===== config.mk =====
export PLATFORM = sky130hd
export DESIGN_NAME = pppm_data_regs
export DESIGN_NICKNAME = d
export VERILOG_FILES = /design/src/rtl/pppm_pkg.sv /design/src/rtl/pppm_data_regs.sv
export SDC_FILE = /design/constraint.sdc
export NUM_CORES = 1
export LEC_CHECK = 0
export BUFFER_PORTS_ARGS = -buffer_cell sky130_fd_sc_hd__buf_2
export CORE_MARGIN = 2
export CORE_UTILIZATION = 45
export DETAILED_ROUTE_END_ITERATION = 7
export GPL_TIMING_DRIVEN = 0
export PLACE_DENSITY_LB_ADDON = 0.05
export SLEW_MARGIN = 20
export SYNTH_ARGS = -nofsm -noshare
export SYNTH_HDL_FRONTEND = slang
export SYNTH_SLANG_ARGS = --single-unit

===== constraint.sdc =====
create_clock -name clk -period 4.12 [get_ports clk]
set_input_delay 0.618 -clock clk [delete_from_list [all_inputs] [get_ports clk]]
set_output_delay 0.618 -clock clk [all_outputs]
set_load 0.01 [all_outputs]

===== src/rtl/pppm_pkg.sv =====
package pppm_pkg;
  // -------------------------------------------------------------
  // register map
  // -------------------------------------------------------------
  localparam int          ADDR_W       = 4;
  localparam logic [3:0]  OFS_CMDQ     = 4'h0;
  localparam logic [3:0]  OFS_DCR      = 4'h2;
  localparam logic [3:0]  OFS_EPP_ADDR = 4'h3;
  localparam logic [3:0]  OFS_LANE0    = 4'h4;
  localparam logic [3:0]  OFS_LANE3    = 4'h7;
  localparam logic [3:0]  OFS_QUEUE    = 4'h8;
  localparam logic [3:0]  OFS_ECR      = 4'hA;
  // field positions and reset values
  localparam int          DCR_DIR_BIT  = 5;
  localparam int          DCR_BUSY_BIT = 0;
  localparam int          ECR_MODE_HI  = 7;
  localparam int          ECR_MODE_LO  = 5;
  localparam int          ECR_FULL_BIT = 1;
  localparam int          ECR_EMPTY_BIT = 0;
  localparam logic [2:0]  MODE_RST     = 3'h0;
  localparam logic        DIR_RST      = 1'b0;
  // fifo shape
  localparam int          FIFO_DEPTH   = 16;
  localparam int          PTR_W        = 4;
  localparam logic [4:0]  CNT_FULL     = 5'h10;

  // port modes from the extended control register
  typedef enum logic [2:0] {
    PPPM_SPP   = 3'b000,
    PPPM_BYTE  = 3'b001,
    PPPM_PFIFO = 3'b010,
    PPPM_ECP   = 3'b011,
    PPPM_EPP   = 3'b100,
    PPPM_RSV5  = 3'b101,
    PPPM_TEST  = 3'b110,
    PPPM_RSV7  = 3'b111
  } pppm_mode_t;

  // queue port selected at the shared offset
  typedef enum logic [2:0] {
    PPPM_Q_NONE, PPPM_Q_PAYF, PPPM_Q_PAYR, PPPM_Q_COMPAT, PPPM_Q_LOOP
  } pppm_qsel_t;

  // peripheral cycle kinds
  typedef enum logic [2:0] {
    PPPM_K_ADDR_WR, PPPM_K_ADDR_RD, PPPM_K_DATA_WR, PPPM_K_DATA_RD,
    PPPM_K_FWD, PPPM_K_REV
  } pppm_kind_t;

  // cycle engine states
  typedef enum logic [2:0] {
    PPPM_IDLE = 3'b001,
    PPPM_REQ  = 3'b010,
    PPPM_REL  = 3'b100
  } pppm_state_t;

  // fifo entry: byte plus command tag
  typedef struct packed {
    logic       cmd;
    logic [7:0] data;
  } pppm_entry_t;

  // one peripheral cycle
  typedef struct packed {
    pppm_kind_t kind;
    logic [1:0] lane;
    logic       cmd;
    logic [7:0] data;
  } pppm_cyc_t;
endpackage : pppm_pkg


===== src/rtl/pppm_data_regs.sv =====
`timescale 1ns/100ps
module pppm_data_regs (
  // clock and reset
  input  wire logic                       clk,
  input  wire logic                       rstn,
  // register port
  input  wire logic [pppm_pkg::ADDR_W-1:0] addr,
  input  wire logic [7:0]                 wdata,
  input  wire logic                       wr,
  input  wire logic                       rd,
  output logic      [7:0]                 rdata,
  // peripheral cycle handshake
  output logic                            per_req,
  output pppm_pkg::pppm_cyc_t             per_cyc,
  input  wire logic                       per_ack,
  // parallel data lines
  input  wire logic [7:0]                 pd_in,
  output logic      [7:0]                 pd_out,
  output logic                            pd_oe_n
);
  // -------------------------------------------------------------
  // decode helpers
  // -------------------------------------------------------------
  function automatic pppm_pkg::pppm_qsel_t q_sel(input logic [2:0] m, input logic d);
    case (m)
      pppm_pkg::PPPM_ECP:   q_sel = d ? pppm_pkg::PPPM_Q_PAYR : pppm_pkg::PPPM_Q_PAYF;
      pppm_pkg::PPPM_PFIFO: q_sel = pppm_pkg::PPPM_Q_COMPAT;
      pppm_pkg::PPPM_TEST:  q_sel = pppm_pkg::PPPM_Q_LOOP;
      default:              q_sel = pppm_pkg::PPPM_Q_NONE;
    endcase
  endfunction : q_sel

  function automatic logic is_epp(input logic [3:0] a);
    is_epp = (a >= pppm_pkg::OFS_EPP_ADDR) && (a <= pppm_pkg::OFS_LANE3);
  endfunction : is_epp

  // -------------------------------------------------------------
  // state
  // -------------------------------------------------------------
  logic [2:0]            mode;
  logic                  dir;
  logic [1:0]            ack_m, ack_s;
  logic [7:0]            pd_m, pd_s;
  pppm_pkg::pppm_state_t st;
  pppm_pkg::pppm_entry_t mem [pppm_pkg::FIFO_DEPTH];
  logic [pppm_pkg::PTR_W-1:0] wp, rp;
  logic [4:0]            cnt;
  logic [7:0]            epp_addr;
  logic [31:0]           epp_word;
  logic                  full, empty, idle;
  pppm_pkg::pppm_qsel_t  qs;
  logic                  in_epp, in_ecp;
  logic                  epp_go, fwd_go, rev_go, rev_done;
  logic                  h_push, h_pop, push, pop;
  pppm_pkg::pppm_entry_t push_ent;
  pppm_pkg::pppm_cyc_t   next_cyc;

  assign full   = (cnt == pppm_pkg::CNT_FULL);
  assign empty  = (cnt == 5'h00);
  assign idle   = (st == pppm_pkg::PPPM_IDLE);
  assign qs     = q_sel(mode, dir);
  assign in_epp = (mode == pppm_pkg::PPPM_EPP);
  assign in_ecp = (mode == pppm_pkg::PPPM_ECP);
  assign per_req = (st == pppm_pkg::PPPM_REQ);

  // -------------------------------------------------------------
  // pin synchronisers
  // -------------------------------------------------------------
  always_ff @(posedge clk or negedge rstn) begin
    if (!rstn) begin
      ack_m <= 2'h0;
      pd_m  <= 8'h00;
      pd_s  <= 8'h00;
    end else begin
      ack_m <= {ack_m[0], per_ack};
      pd_m  <= pd_in;
      pd_s  <= pd_m;
    end
  end
  assign ack_s = ack_m;

  // -------------------------------------------------------------
  // mode and direction registers
  // -------------------------------------------------------------
  always_ff @(posedge clk or negedge rstn) begin
    if (!rstn) begin
      mode <= pppm_pkg::MODE_RST;
      dir  <= pppm_pkg::DIR_RST;
    end else if (wr && addr == pppm_pkg::OFS_ECR) begin
      mode <= wdata[pppm_pkg::ECR_MODE_HI:pppm_pkg::ECR_MODE_LO];
    end else if (wr && addr == pppm_pkg::OFS_DCR) begin
      dir  <= wdata[pppm_pkg::DCR_DIR_BIT];
    end
  end

  // -------------------------------------------------------------
  // fifo push and pop steering
  // -------------------------------------------------------------
  always_comb begin
    h_push   = 1'b0;
    h_pop    = 1'b0;
    push_ent = '{cmd: 1'b0, data: wdata};
    if (wr && addr == pppm_pkg::OFS_CMDQ && in_ecp && !dir) begin
      h_push       = !full;
      push_ent.cmd = 1'b1;
    end else if (wr && addr == pppm_pkg::OFS_QUEUE) begin
      // payload writes in reverse are dropped
      h_push = !full && (qs == pppm_pkg::PPPM_Q_PAYF
             || qs == pppm_pkg::PPPM_Q_COMPAT
             || qs == pppm_pkg::PPPM_Q_LOOP);
    end
    if (rd && addr == pppm_pkg::OFS_QUEUE) begin
      // forward payload and compat reads leave the fifo alone
      h_pop = !empty && (qs == pppm_pkg::PPPM_Q_PAYR
            || qs == pppm_pkg::PPPM_Q_LOOP);
    end
    if (rev_done) begin
      push_ent = '{cmd: 1'b0, data: pd_s};
    end
  end
  assign push = h_push || rev_done;
  assign pop  = h_pop || fwd_go;

  // -------------------------------------------------------------
  // fifo storage and pointers
  // -------------------------------------------------------------
  always_ff @(posedge clk) begin
    if (push) begin
      mem[wp] <= push_ent;
    end
  end

  always_ff @(posedge clk or negedge rstn) begin
    if (!rstn) begin
      wp  <= '0;
      rp  <= '0;
      cnt <= 5'h00;
    end else if (mode == pppm_pkg::PPPM_SPP || mode == pppm_pkg::PPPM_BYTE) begin
      wp  <= '0;
      rp  <= '0;
      cnt <= 5'h00;
    end else begin
      if (push) begin
        wp <= wp + 1'b1;
      end
      if (pop) begin
        rp <= rp + 1'b1;
      end
      cnt <= cnt + 5'(push) - 5'(pop);
    end
  end

  // -------------------------------------------------------------
  // cable cycle launch
  // -------------------------------------------------------------
  assign epp_go = idle && in_epp && (wr || rd) && is_epp(addr);
  assign fwd_go = idle && !empty && ((in_ecp && !dir)
                || mode == pppm_pkg::PPPM_PFIFO);
  assign rev_go = idle && in_ecp && dir && !full;
  assign rev_done = (st == pppm_pkg::PPPM_REQ) && ack_s[1]
                  && per_cyc.kind == pppm_pkg::PPPM_K_REV;

  always_comb begin
    next_cyc = per_cyc;
    if (epp_go) begin
      next_cyc.lane = addr[1:0];
      next_cyc.cmd  = 1'b0;
      next_cyc.data = wdata;
      if (addr == pppm_pkg::OFS_EPP_ADDR) begin
        next_cyc.kind = wr ? pppm_pkg::PPPM_K_ADDR_WR : pppm_pkg::PPPM_K_ADDR_RD;
      end else begin
        next_cyc.kind = wr ? pppm_pkg::PPPM_K_DATA_WR : pppm_pkg::PPPM_K_DATA_RD;
      end
    end else if (fwd_go) begin
      next_cyc = '{kind: pppm_pkg::PPPM_K_FWD, lane: 2'h0,
                   cmd: mem[rp].cmd, data: mem[rp].data};
    end else if (rev_go) begin
      next_cyc = '{kind: pppm_pkg::PPPM_K_REV, lane: 2'h0, cmd: 1'b0, data: 8'h00};
    end
  end

  // cycle engine: raise request, wait ack high, then ack low
  always_ff @(posedge clk or negedge rstn) begin
    if (!rstn) begin
      st      <= pppm_pkg::PPPM_IDLE;
      per_cyc <= '{kind: pppm_pkg::PPPM_K_ADDR_WR, lane: 2'h0, cmd: 1'b0, data: 8'h00};
    end else begin
      per_cyc <= next_cyc;
      case (st)
        pppm_pkg::PPPM_IDLE: begin
          if (epp_go || fwd_go || rev_go) begin
            st <= pppm_pkg::PPPM_REQ;
          end
        end
        pppm_pkg::PPPM_REQ: begin
          if (ack_s[1]) begin
            st <= pppm_pkg::PPPM_REL;
          end
        end
        pppm_pkg::PPPM_REL: begin
          if (!ack_s[1]) begin
            st <= pppm_pkg::PPPM_IDLE;
          end
        end
        default: st <= pppm_pkg::PPPM_IDLE;
      endcase
    end
  end

  // -------------------------------------------------------------
  // EPP address and transfer word
  // -------------------------------------------------------------
  always_ff @(posedge clk or negedge rstn) begin
    if (!rstn) begin
      epp_addr <= 8'h00;
      epp_word <= 32'h0000_0000;
    end else if (epp_go && wr && addr == pppm_pkg::OFS_EPP_ADDR) begin
      epp_addr <= wdata;
    end else if (epp_go && wr) begin
      epp_word[8*addr[1:0] +: 8] <= wdata;
    end else if (st == pppm_pkg::PPPM_REQ && ack_s[1]) begin
      if (per_cyc.kind == pppm_pkg::PPPM_K_ADDR_RD) begin
        epp_addr <= pd_s;
      end else if (per_cyc.kind == pppm_pkg::PPPM_K_DATA_RD) begin
        epp_word[8*per_cyc.lane +: 8] <= pd_s;
      end
    end
  end

  // -------------------------------------------------------------
  // data lines
  // -------------------------------------------------------------
  always_ff @(posedge clk or negedge rstn) begin
    if (!rstn) begin
      pd_out  <= 8'h00;
      pd_oe_n <= 1'b0;
    end else begin
      pd_out <= next_cyc.data;
      case (mode)
        pppm_pkg::PPPM_SPP,
        pppm_pkg::PPPM_PFIFO: pd_oe_n <= 1'b0;
        pppm_pkg::PPPM_EPP:   pd_oe_n <= !(next_cyc.kind == pppm_pkg::PPPM_K_ADDR_WR
                                        || next_cyc.kind == pppm_pkg::PPPM_K_DATA_WR);
        default:              pd_oe_n <= dir;
      endcase
    end
  end

  // -------------------------------------------------------------
  // read data, valid the cycle after the strobe
  // -------------------------------------------------------------
  always_ff @(posedge clk or negedge rstn) begin
    if (!rstn) begin
      rdata <= 8'h00;
    end else if (rd) begin
      rdata <= 8'h00;
      if (addr == pppm_pkg::OFS_DCR) begin
        rdata[pppm_pkg::DCR_DIR_BIT]  <= dir;
        rdata[pppm_pkg::DCR_BUSY_BIT] <= !idle;
      end else if (addr == pppm_pkg::OFS_ECR) begin
        rdata[pppm_pkg::ECR_MODE_HI:pppm_pkg::ECR_MODE_LO] <= mode;
        rdata[pppm_pkg::ECR_FULL_BIT]  <= full;
        rdata[pppm_pkg::ECR_EMPTY_BIT] <= empty;
      end else if (in_epp && addr == pppm_pkg::OFS_EPP_ADDR) begin
        rdata <= epp_addr;
      end else if (in_epp && is_epp(addr)) begin
        rdata <= epp_word[8*addr[1:0] +: 8];
      end else if (addr == pppm_pkg::OFS_QUEUE && (qs == pppm_pkg::PPPM_Q_PAYR
                   || qs == pppm_pkg::PPPM_Q_LOOP)) begin
        rdata <= mem[rp].data;
      end
    end
  end

  // -------------------------------------------------------------
  // checks
  // -------------------------------------------------------------
  property p_epp_only;
    @(posedge clk) disable iff (!rstn)
      $rose(per_req) && per_cyc.kind inside {pppm_pkg::PPPM_K_ADDR_WR, pppm_pkg::PPPM_K_DATA_RD,
        pppm_pkg::PPPM_K_ADDR_RD, pppm_pkg::PPPM_K_DATA_WR} |-> $past(mode) == pppm_pkg::PPPM_EPP;
  endproperty
  a_epp_only: assert property (p_epp_only) else $error("epp cycle outside epp mode");

  property p_addr_cycle;
    @(posedge clk) disable iff (!rstn)
      idle && in_epp && wr && addr == pppm_pkg::OFS_EPP_ADDR
      |=> per_req && per_cyc.kind == pppm_pkg::PPPM_K_ADDR_WR && per_cyc.data == $past(wdata);
  endproperty
  a_addr_cycle: assert property (p_addr_cycle) else $error("address cycle not launched");

  property p_lane_cycle;
    @(posedge clk) disable iff (!rstn)
      idle && in_epp && (wr || rd) && addr >= pppm_pkg::OFS_LANE0 && addr <= pppm_pkg::OFS_LANE3
      |=> per_req && per_cyc.lane == $past(addr[1:0]) ##1 per_req || st == pppm_pkg::PPPM_REL;
  endproperty
  a_lane_cycle: assert property (p_lane_cycle) else $error("lane cycle wrong");

  property p_cmd_tag;
    @(posedge clk) disable iff (!rstn)
      wr && addr == pppm_pkg::OFS_CMDQ && in_ecp && !dir && !full |=> mem[$past(wp)].cmd;
  endproperty
  a_cmd_tag: assert property (p_cmd_tag) else $error("command byte not tagged");

  property p_cmd_rev;
    @(posedge clk) disable iff (!rstn)
      wr && addr == pppm_pkg::OFS_CMDQ && in_ecp && dir |=> wp == $past(wp) || !mem[$past(wp)].cmd;
  endproperty
  a_cmd_rev: assert property (p_cmd_rev) else $error("reverse command write took effect");

  property p_rev_fill;
    @(posedge clk) disable iff (!rstn)
      idle && in_ecp && dir && !full |=> per_req && per_cyc.kind == pppm_pkg::PPPM_K_REV;
  endproperty
  a_rev_fill: assert property (p_rev_fill) else $error("no fill cycle");

  property p_rev_pop;
    @(posedge clk) disable iff (!rstn)
      rd && addr == pppm_pkg::OFS_QUEUE && in_ecp && dir && !empty
      |=> rdata == mem[$past(rp)].data && rp == $past(rp) + 1'b1;
  endproperty
  a_rev_pop: assert property (p_rev_pop) else $error("reverse read did not pop");

  property p_test_quiet;
    @(posedge clk) disable iff (!rstn)
      mode == pppm_pkg::PPPM_TEST && idle |=> !per_req;
  endproperty
  a_test_quiet: assert property (p_test_quiet) else $error("cable cycle in test mode");

  property p_test_full;
    @(posedge clk) disable iff (!rstn)
      mode == pppm_pkg::PPPM_TEST && wr && addr == pppm_pkg::OFS_QUEUE && full |=> cnt == $past(cnt);
  endproperty
  a_test_full: assert property (p_test_full) else $error("write to full fifo took effect");

  property p_test_drive;
    @(posedge clk) disable iff (!rstn)
      mode == pppm_pkg::PPPM_TEST && !dir ##1 mode == pppm_pkg::PPPM_TEST |-> !pd_oe_n;
  endproperty
  a_test_drive: assert property (p_test_drive) else $error("data lines not driven");

  property p_loop_head;
    @(posedge clk) disable iff (!rstn)
      mode == pppm_pkg::PPPM_TEST && rd && addr == pppm_pkg::OFS_QUEUE && !empty
      |=> rdata == mem[$past(rp)].data;
  endproperty
  a_loop_head: assert property (p_loop_head) else $error("loopback read not from head");

  property p_compat_rd;
    @(posedge clk) disable iff (!rstn)
      mode == pppm_pkg::PPPM_PFIFO && rd && addr == pppm_pkg::OFS_QUEUE
      |=> rdata == 8'h00;
  endproperty
  a_compat_rd: assert property (p_compat_rd) else $error("compat queue read returned data");
endmodule : pppm_data_regs


After elaboration in Yosys (flattened, before gate mapping)
Memories as Yosys holds them, arrays and structs flattened. Index checks and enable logic that the tools add are counted.

Register bits after elaboration: 101. Bits in writable memories: 144. Input port bits: 25. Output and inout bits: 32. Word-level logic and storage cells: 162. Memories kept: 1.

$add $sub $neg: 6. $lt $le $gt $ge: 2. Equal/unequal tests: 26. Shift-type cells: 5. Multiplexer cells: 45. Bitwise gates (word level): 2. Reductions and logical operators: 58.

Memory list: mem (words 16, width 9, read ports 1, clocked after Yosys merged registers in 0, wr ports 1, line pppm_data_regs.sv:45) `pppm_pkg::pppm_entry_t mem [pppm_pkg::FIFO_DEPTH];`.

Operators with widths (count): $mux W32 (4); $neg A5 Y34 (2); $shift A8 B34 Y32 const A (2); $shiftx A8 B34 Y32 (2); $bwmux W32 (2); $mux W8 (7); $mux W14 (3); $shiftx A32 B6 Y8 (1); $logic_and A1 B1 Y1 (26); $eq A3 B2 Y1 const B (7); $mux W4 (5); $pmux W3 S3 (2); $eq A3 B3 Y1 const B (5); $mux W3 (5); $eq A3 B1 Y1 const B (4); $reduce_bool A2 Y1 (6); $logic_or A1 B1 Y1 (11); $mux W1 (10); $mux W9 (1); $add A4 B1 Y4 const B (2); $eq A4 B2 Y1 const B (2); $eq A4 B4 Y1 const B (2); $mux W2 (4); $logic_not A3 Y1 (2); 18 further kinds (27).

Depth between registers and ports, before layout
Depth after elaboration: 12. Mapped depth: 17. Depth with buffers taken out: 16.

Worst setup path after synthesis
Ideal clock, no wire load.

Kind: input-to-reg. Start point: in addr[1] (netlist bit). End point: reg cnt[4]. Library setup time: 78 ps. Arrival: 3223 ps. Data required time: 4042 ps. Setup slack: 819 ps. Cell stages on the path: 17. Path buffers: 1. Cell sequence: clkbuf_1 inv_1 ha_1 nand4b_1 a211oi_1 or2_2 inv_1 ha_1 inv_1 ha_1 inv_1 fa_1 inv_1 a21oi_1 nor2_1 or3_1 a21oi_1.

Cells in the longest elaborated chain, start to end: 9. Elaborated cells between the ends (all ways): 15. Classes of those cells: 2 x add/sub; 1 x eq/ne; 4 x mux; 8 x reduce/logical.

RTL lines: start, declared (line pppm_data_regs.sv:7) `input wire logic [pppm_pkg::ADDR_W-1:0] addr,`; $logic_not A4 Y1 (line pppm_data_regs.sv:103) `if (wr && addr == pppm_pkg::OFS_CMDQ && in_ecp && !dir) begin`; $logic_and A1 B1 Y1 (3 in series) (line pppm_data_regs.sv:103); $mux W1 (line pppm_data_regs.sv:103); $logic_or A1 B1 Y1 (line pppm_data_regs.sv:121) `assign push = h_push || rev_done;`; $add A5 B1 Y5 (line pppm_data_regs.sv:149) `cnt <= cnt + 5'(push) - 5'(pop);`; $sub A5 B1 Y5 (*) (line pppm_data_regs.sv:149); $mux W5 (*) (line pppm_data_regs.sv:138) `end else if (mode == pppm_pkg::PPPM_SPP || mode == pppm_pkg::PPPM_BYTE) begin`; end signal, assigned (line pppm_data_regs.sv:149); end, declared (line pppm_data_regs.sv:47) `logic [4:0] cnt;`.

Mark *: on every way between the ends. The rest lies on a longest branch, timed or not. A chain may end at the register's enable or synchronous reset.

Worst setup path in the final report
Start point: reg st[2]. End point: reg cnt[4].

Cells in the longest elaborated chain, start to end: 7. Elaborated cells between the ends (all ways): 11. Classes of those cells: 2 x add/sub; 2 x eq/ne; 1 x mux; 6 x reduce/logical.

RTL lines: start, declared (line pppm_data_regs.sv:44) `pppm_pkg::pppm_state_t st;`; start signal, assigned (line pppm_data_regs.sv:185) `st <= pppm_pkg::PPPM_IDLE;`; start signal, assigned (line pppm_data_regs.sv:192) `st <= pppm_pkg::PPPM_REQ;`; start signal, assigned (line pppm_data_regs.sv:197) `st <= pppm_pkg::PPPM_REL;`; $eq A3 B2 Y1 (line pppm_data_regs.sv:160) `assign rev_done = (st == pppm_pkg::PPPM_REQ) && ack_s[1]`; $logic_and A1 B1 Y1 (line pppm_data_regs.sv:160); $logic_and A1 B1 Y1 (line pppm_data_regs.sv:161) `&& per_cyc.kind == pppm_pkg::PPPM_K_REV;`; $logic_or A1 B1 Y1 (line pppm_data_regs.sv:121); $add A5 B1 Y5 (line pppm_data_regs.sv:149); $sub A5 B1 Y5 (*) (line pppm_data_regs.sv:149); $mux W5 (*) (line pppm_data_regs.sv:138).

Marked as above.

==> metrics.yaml <==
clock_network:
  cts_sinks: 245
  tritoncts: "yes"
  clk_latency_ns: 0.55
  path_clk_slew_ns: 0.06
  cts_setup_buffers: 0
  numCtsBuffers: 27
  ctsRootBufferMaster: "clkbuf_16"
  clockBufferDepth: 3
  htreeDepth: 1
sta:
  post-route-period-util_pct: 91.6
  worst_hold_slack_ns: 0.176
  min_period_ns: 3.78
  fmax_mhz: 265
  slew_headroom_pct: 25.2
  worst_slack_ns: 0.345
  clock_skew_ns: 0.0154
  worst_pin_slew_ns: 1.11
  rsz0062_at_grt: "false"
  drv_slew: 0
  final-setup-viol-count: 0
  hold_violations: 0
pwr:
  p_leak_nw: 4.90
  power.density_nw_per_um2: 527
  peakVddDrop_mv: 0.294
floorplan:
  io_pins: 57
  num_rows: 57
  initial_core_util_pct: 45.7
  die_area_sq_um: 25900
  fp.dieH_microns: 161
  coreArea_sq_um: 24200
  die_w_microns: 161
yosys:
  synth_top_area_share_pct: 39.0
  synth.avg_cell_area_sq_um: 14.7
  yosys_warnings: 0
  synth_ff_type: "edfxtp_1"
  yosys.area.top_type: "edfxtp_1"
  ys_async_sr_fraction_pct: 41.2
  synth.top_cells.by_count: "edfxtp_1, dfrtp_1, nand2_1, mux4_2, o21ai_0"
  seq_area_frac_synth_pct: 61.8
  synth_nets: 800
  yosysMostFrequentCell: "edfxtp_1"
  synth_area_sq_um: 11100
  synth_area_leaders: "edfxtp_1, dfrtp_1, mux4_2, mux2_2, ha_1"
  synth_cell_types: 67
  synth_edf_count: 144
  synth.ff_latch_count: 245
  synth_cells: 754
global_routing:
  grt_pass1_vias: 7220
  use_met2_pct: 37.7
  grt_pass1_wl_microns: 43400
  grtUsageMet1_pct: 30.4
  grt_max_degree: 68
  grt.total_usage_pct: 22.2
  grt_busiest_layer: "met2"
  overflow: 0
  global_route.usage.met3_pct: 2.57
  antenna_found_initial: 0
setup_path:
  cp_slowest_stage_delay_ns: 0.83
  worstPathArrival_ns: 4.23
  critPathLaunchType: "flop"
  crit_required_ns: 4.58
  crit_path_end_kind: "flop"
  worstPathMaxFanout: 6
  r2r_end: "cnt[4]"
  cpMaxStageDelayCell: "nor4b_1"
  crit_chain: "or3b_1 > clkbuf_1 > nor4b_1 > or2_2 > inv_1 > ha_1 > inv_1 > ha_1 > inv_1 > fa_1 > inv_1 > a21oi_1 > nor2_1 > or3_1 > a21oi_1"
  r2r-start: "st[2]"
  crit_type: "flop to flop"
  regToRegSetupSlack_ns: 0.34
  crit_top_cell: "inv_1"
  reg2reg_depth: 15
detailed_routing:
  wl_per_cell_microns: 23.8
  routed_wl_microns: 28200
  first_iter_violations: 481
  drc: 0
  avgViaCountPerCell: 5.81
  firstDrtPassIters: 5
  postRouteAntennaNets: 0
  vias: 6885
place:
  dp_slack_ns: -0.228
  portBuffers: 53
  place.detailed.hpwl_microns: 19700
  gp_congestion: 0.836
  dpl_cell_area_sq_um: 11900
  dp_cells: 1139
final_layout:
  nNetsFinal: 891
  final_cell_area_sq_um: 12700
  area_growth_pct: 14.8
  fin_cells: 1185
  drive_gt1_share_pct: 26.4
  antenna_cells: 0
hold_path:
  holdPathStages: 1
  min-delay-start: "pd_in[4]"
  holdCritPathClass: "input port to flop"
  min_to: "pd_m[4]"
job:
  maxCapViolations: 0
run_status:
  status: "completed"
-- layout make-up --
type | instances | area (sq um)
Fill cell | 2114 | 11500
Multi-Input combinational cell | 434 | 3950
Tap cell | 324 | 405
Buffer | 48 | 250
Clock inverter | 8 | 52.6
Clock buffer | 37 | 753
Timing Repair Buffer | 62 | 360
Sequential cell | 245 | 6850
Inverter | 27 | 101
-- critical path, delay by kind of cell, from the launching register on --
kind | cells | cell delay (ns)
adders and majority gates | 3 | 0.68
AOI/OAI and AO/OA | 2 | 0.25
buffers and inverters | 5 | 0.44
DFF | 1 | 0.43
and+or+nand+nor | 5 | 1.90
-- per-stage QoR --
stage	setup TNS (ns)	power [mW]	utilization (%)
finish	0	6.71	52.5
global route	0	7.03	52.5
CTS	0	6.76	52.4
detailed placement	-3.18	4.54	49.0
global placement	-20.31	4.44	48.5
floorplan	0	3.97	-
-- report_power, final --
part           internal (mW)  leakage (nW)  total, mW  switching [mW]
Sequential              2.78          2.62       2.95           0.172
Combinational          0.693          1.88       1.55           0.859
Clock                   1.27         0.393       2.21           0.944
-- logic make-up after synthesis --
logic type / share of synthesized area, %
flops: 61.8
simple gates: 8.79
compound gates: 9.00
mux: 14.0
buf+inv: 3.17
fa+ha+maj: 2.44
xor+xnor: 0.790
-- cell usage in the layout, fill, tap and decap left out, types with 14 or more instances in the layout --
| cell | netlist | layout |
|---|---|---|
| edfxtp_1 | 144 | 144 |
| dfrtp_1 | 100 | 100 |
| buf_2 | 7 | 61 |
| nand2_1 | 47 | 47 |
| mux4_2 | 44 | 44 |
| o21ai_0 | 31 | 31 |
| nand3_1 | 30 | 30 |
| mux2_2 | 28 | 28 |
| clkbuf_16 | 0 | 27 |
| inv_1 | 26 | 26 |
| clkbuf_1 | 20 | 26 |
| a22oi_1 | 25 | 25 |
| nor2_1 | 23 | 23 |
| a22o_1 | 23 | 23 |
| ha_1 | 20 | 20 |
| and2_1 | 14 | 14 |
-- routing by layer --
layer  wire, microns  share of wire (%)
met1           12000                 42
met3            1330                4.7
met4             881                3.1
met2           14100                 50
met5               0                  0
-- sequential cells by signal (all words and copies together), names as in the netlist --
name	cells
ack_m	2
mem	144
pd_s	8
mode	3
pd_oe_n	1
pd_out	8
pd_m	8
dir	1
epp_addr	8
per_cyc	6
wp	4
st	3
rdata	8
rp	4
cnt	5
epp_word	32
-- worst max path at each step --
| stage | slack, ns | endpoint | start | cells past startpoint |
|---|---|---|---|---|
| 4_1_cts | 0.28 | cnt[4] | st[2] | 15 |
| 3_5_place_dp | -0.23 | cnt[4] | addr[1] | 18 |
| 2_1_floorplan | 0.82 | cnt[4] | addr[1] | 17 |
| 6_report | 0.34 | cnt[4] | st[2] | 15 |
| 3_3_place_gp | -0.56 | mem[5][4] | addr[1] | 9 |
| 5_1_grt | 0.02 | cnt[4] | st[2] | 15 |
-- timing repair --
action / CTS / global route
endpoints found under the hold margin: 34 / 0
hold buffers: 1 / 0
resized for setup: 0 / 1
endpoints found under the setup margin: 0 / 1
No activity file was read; power rests on OpenSTA's default activity.
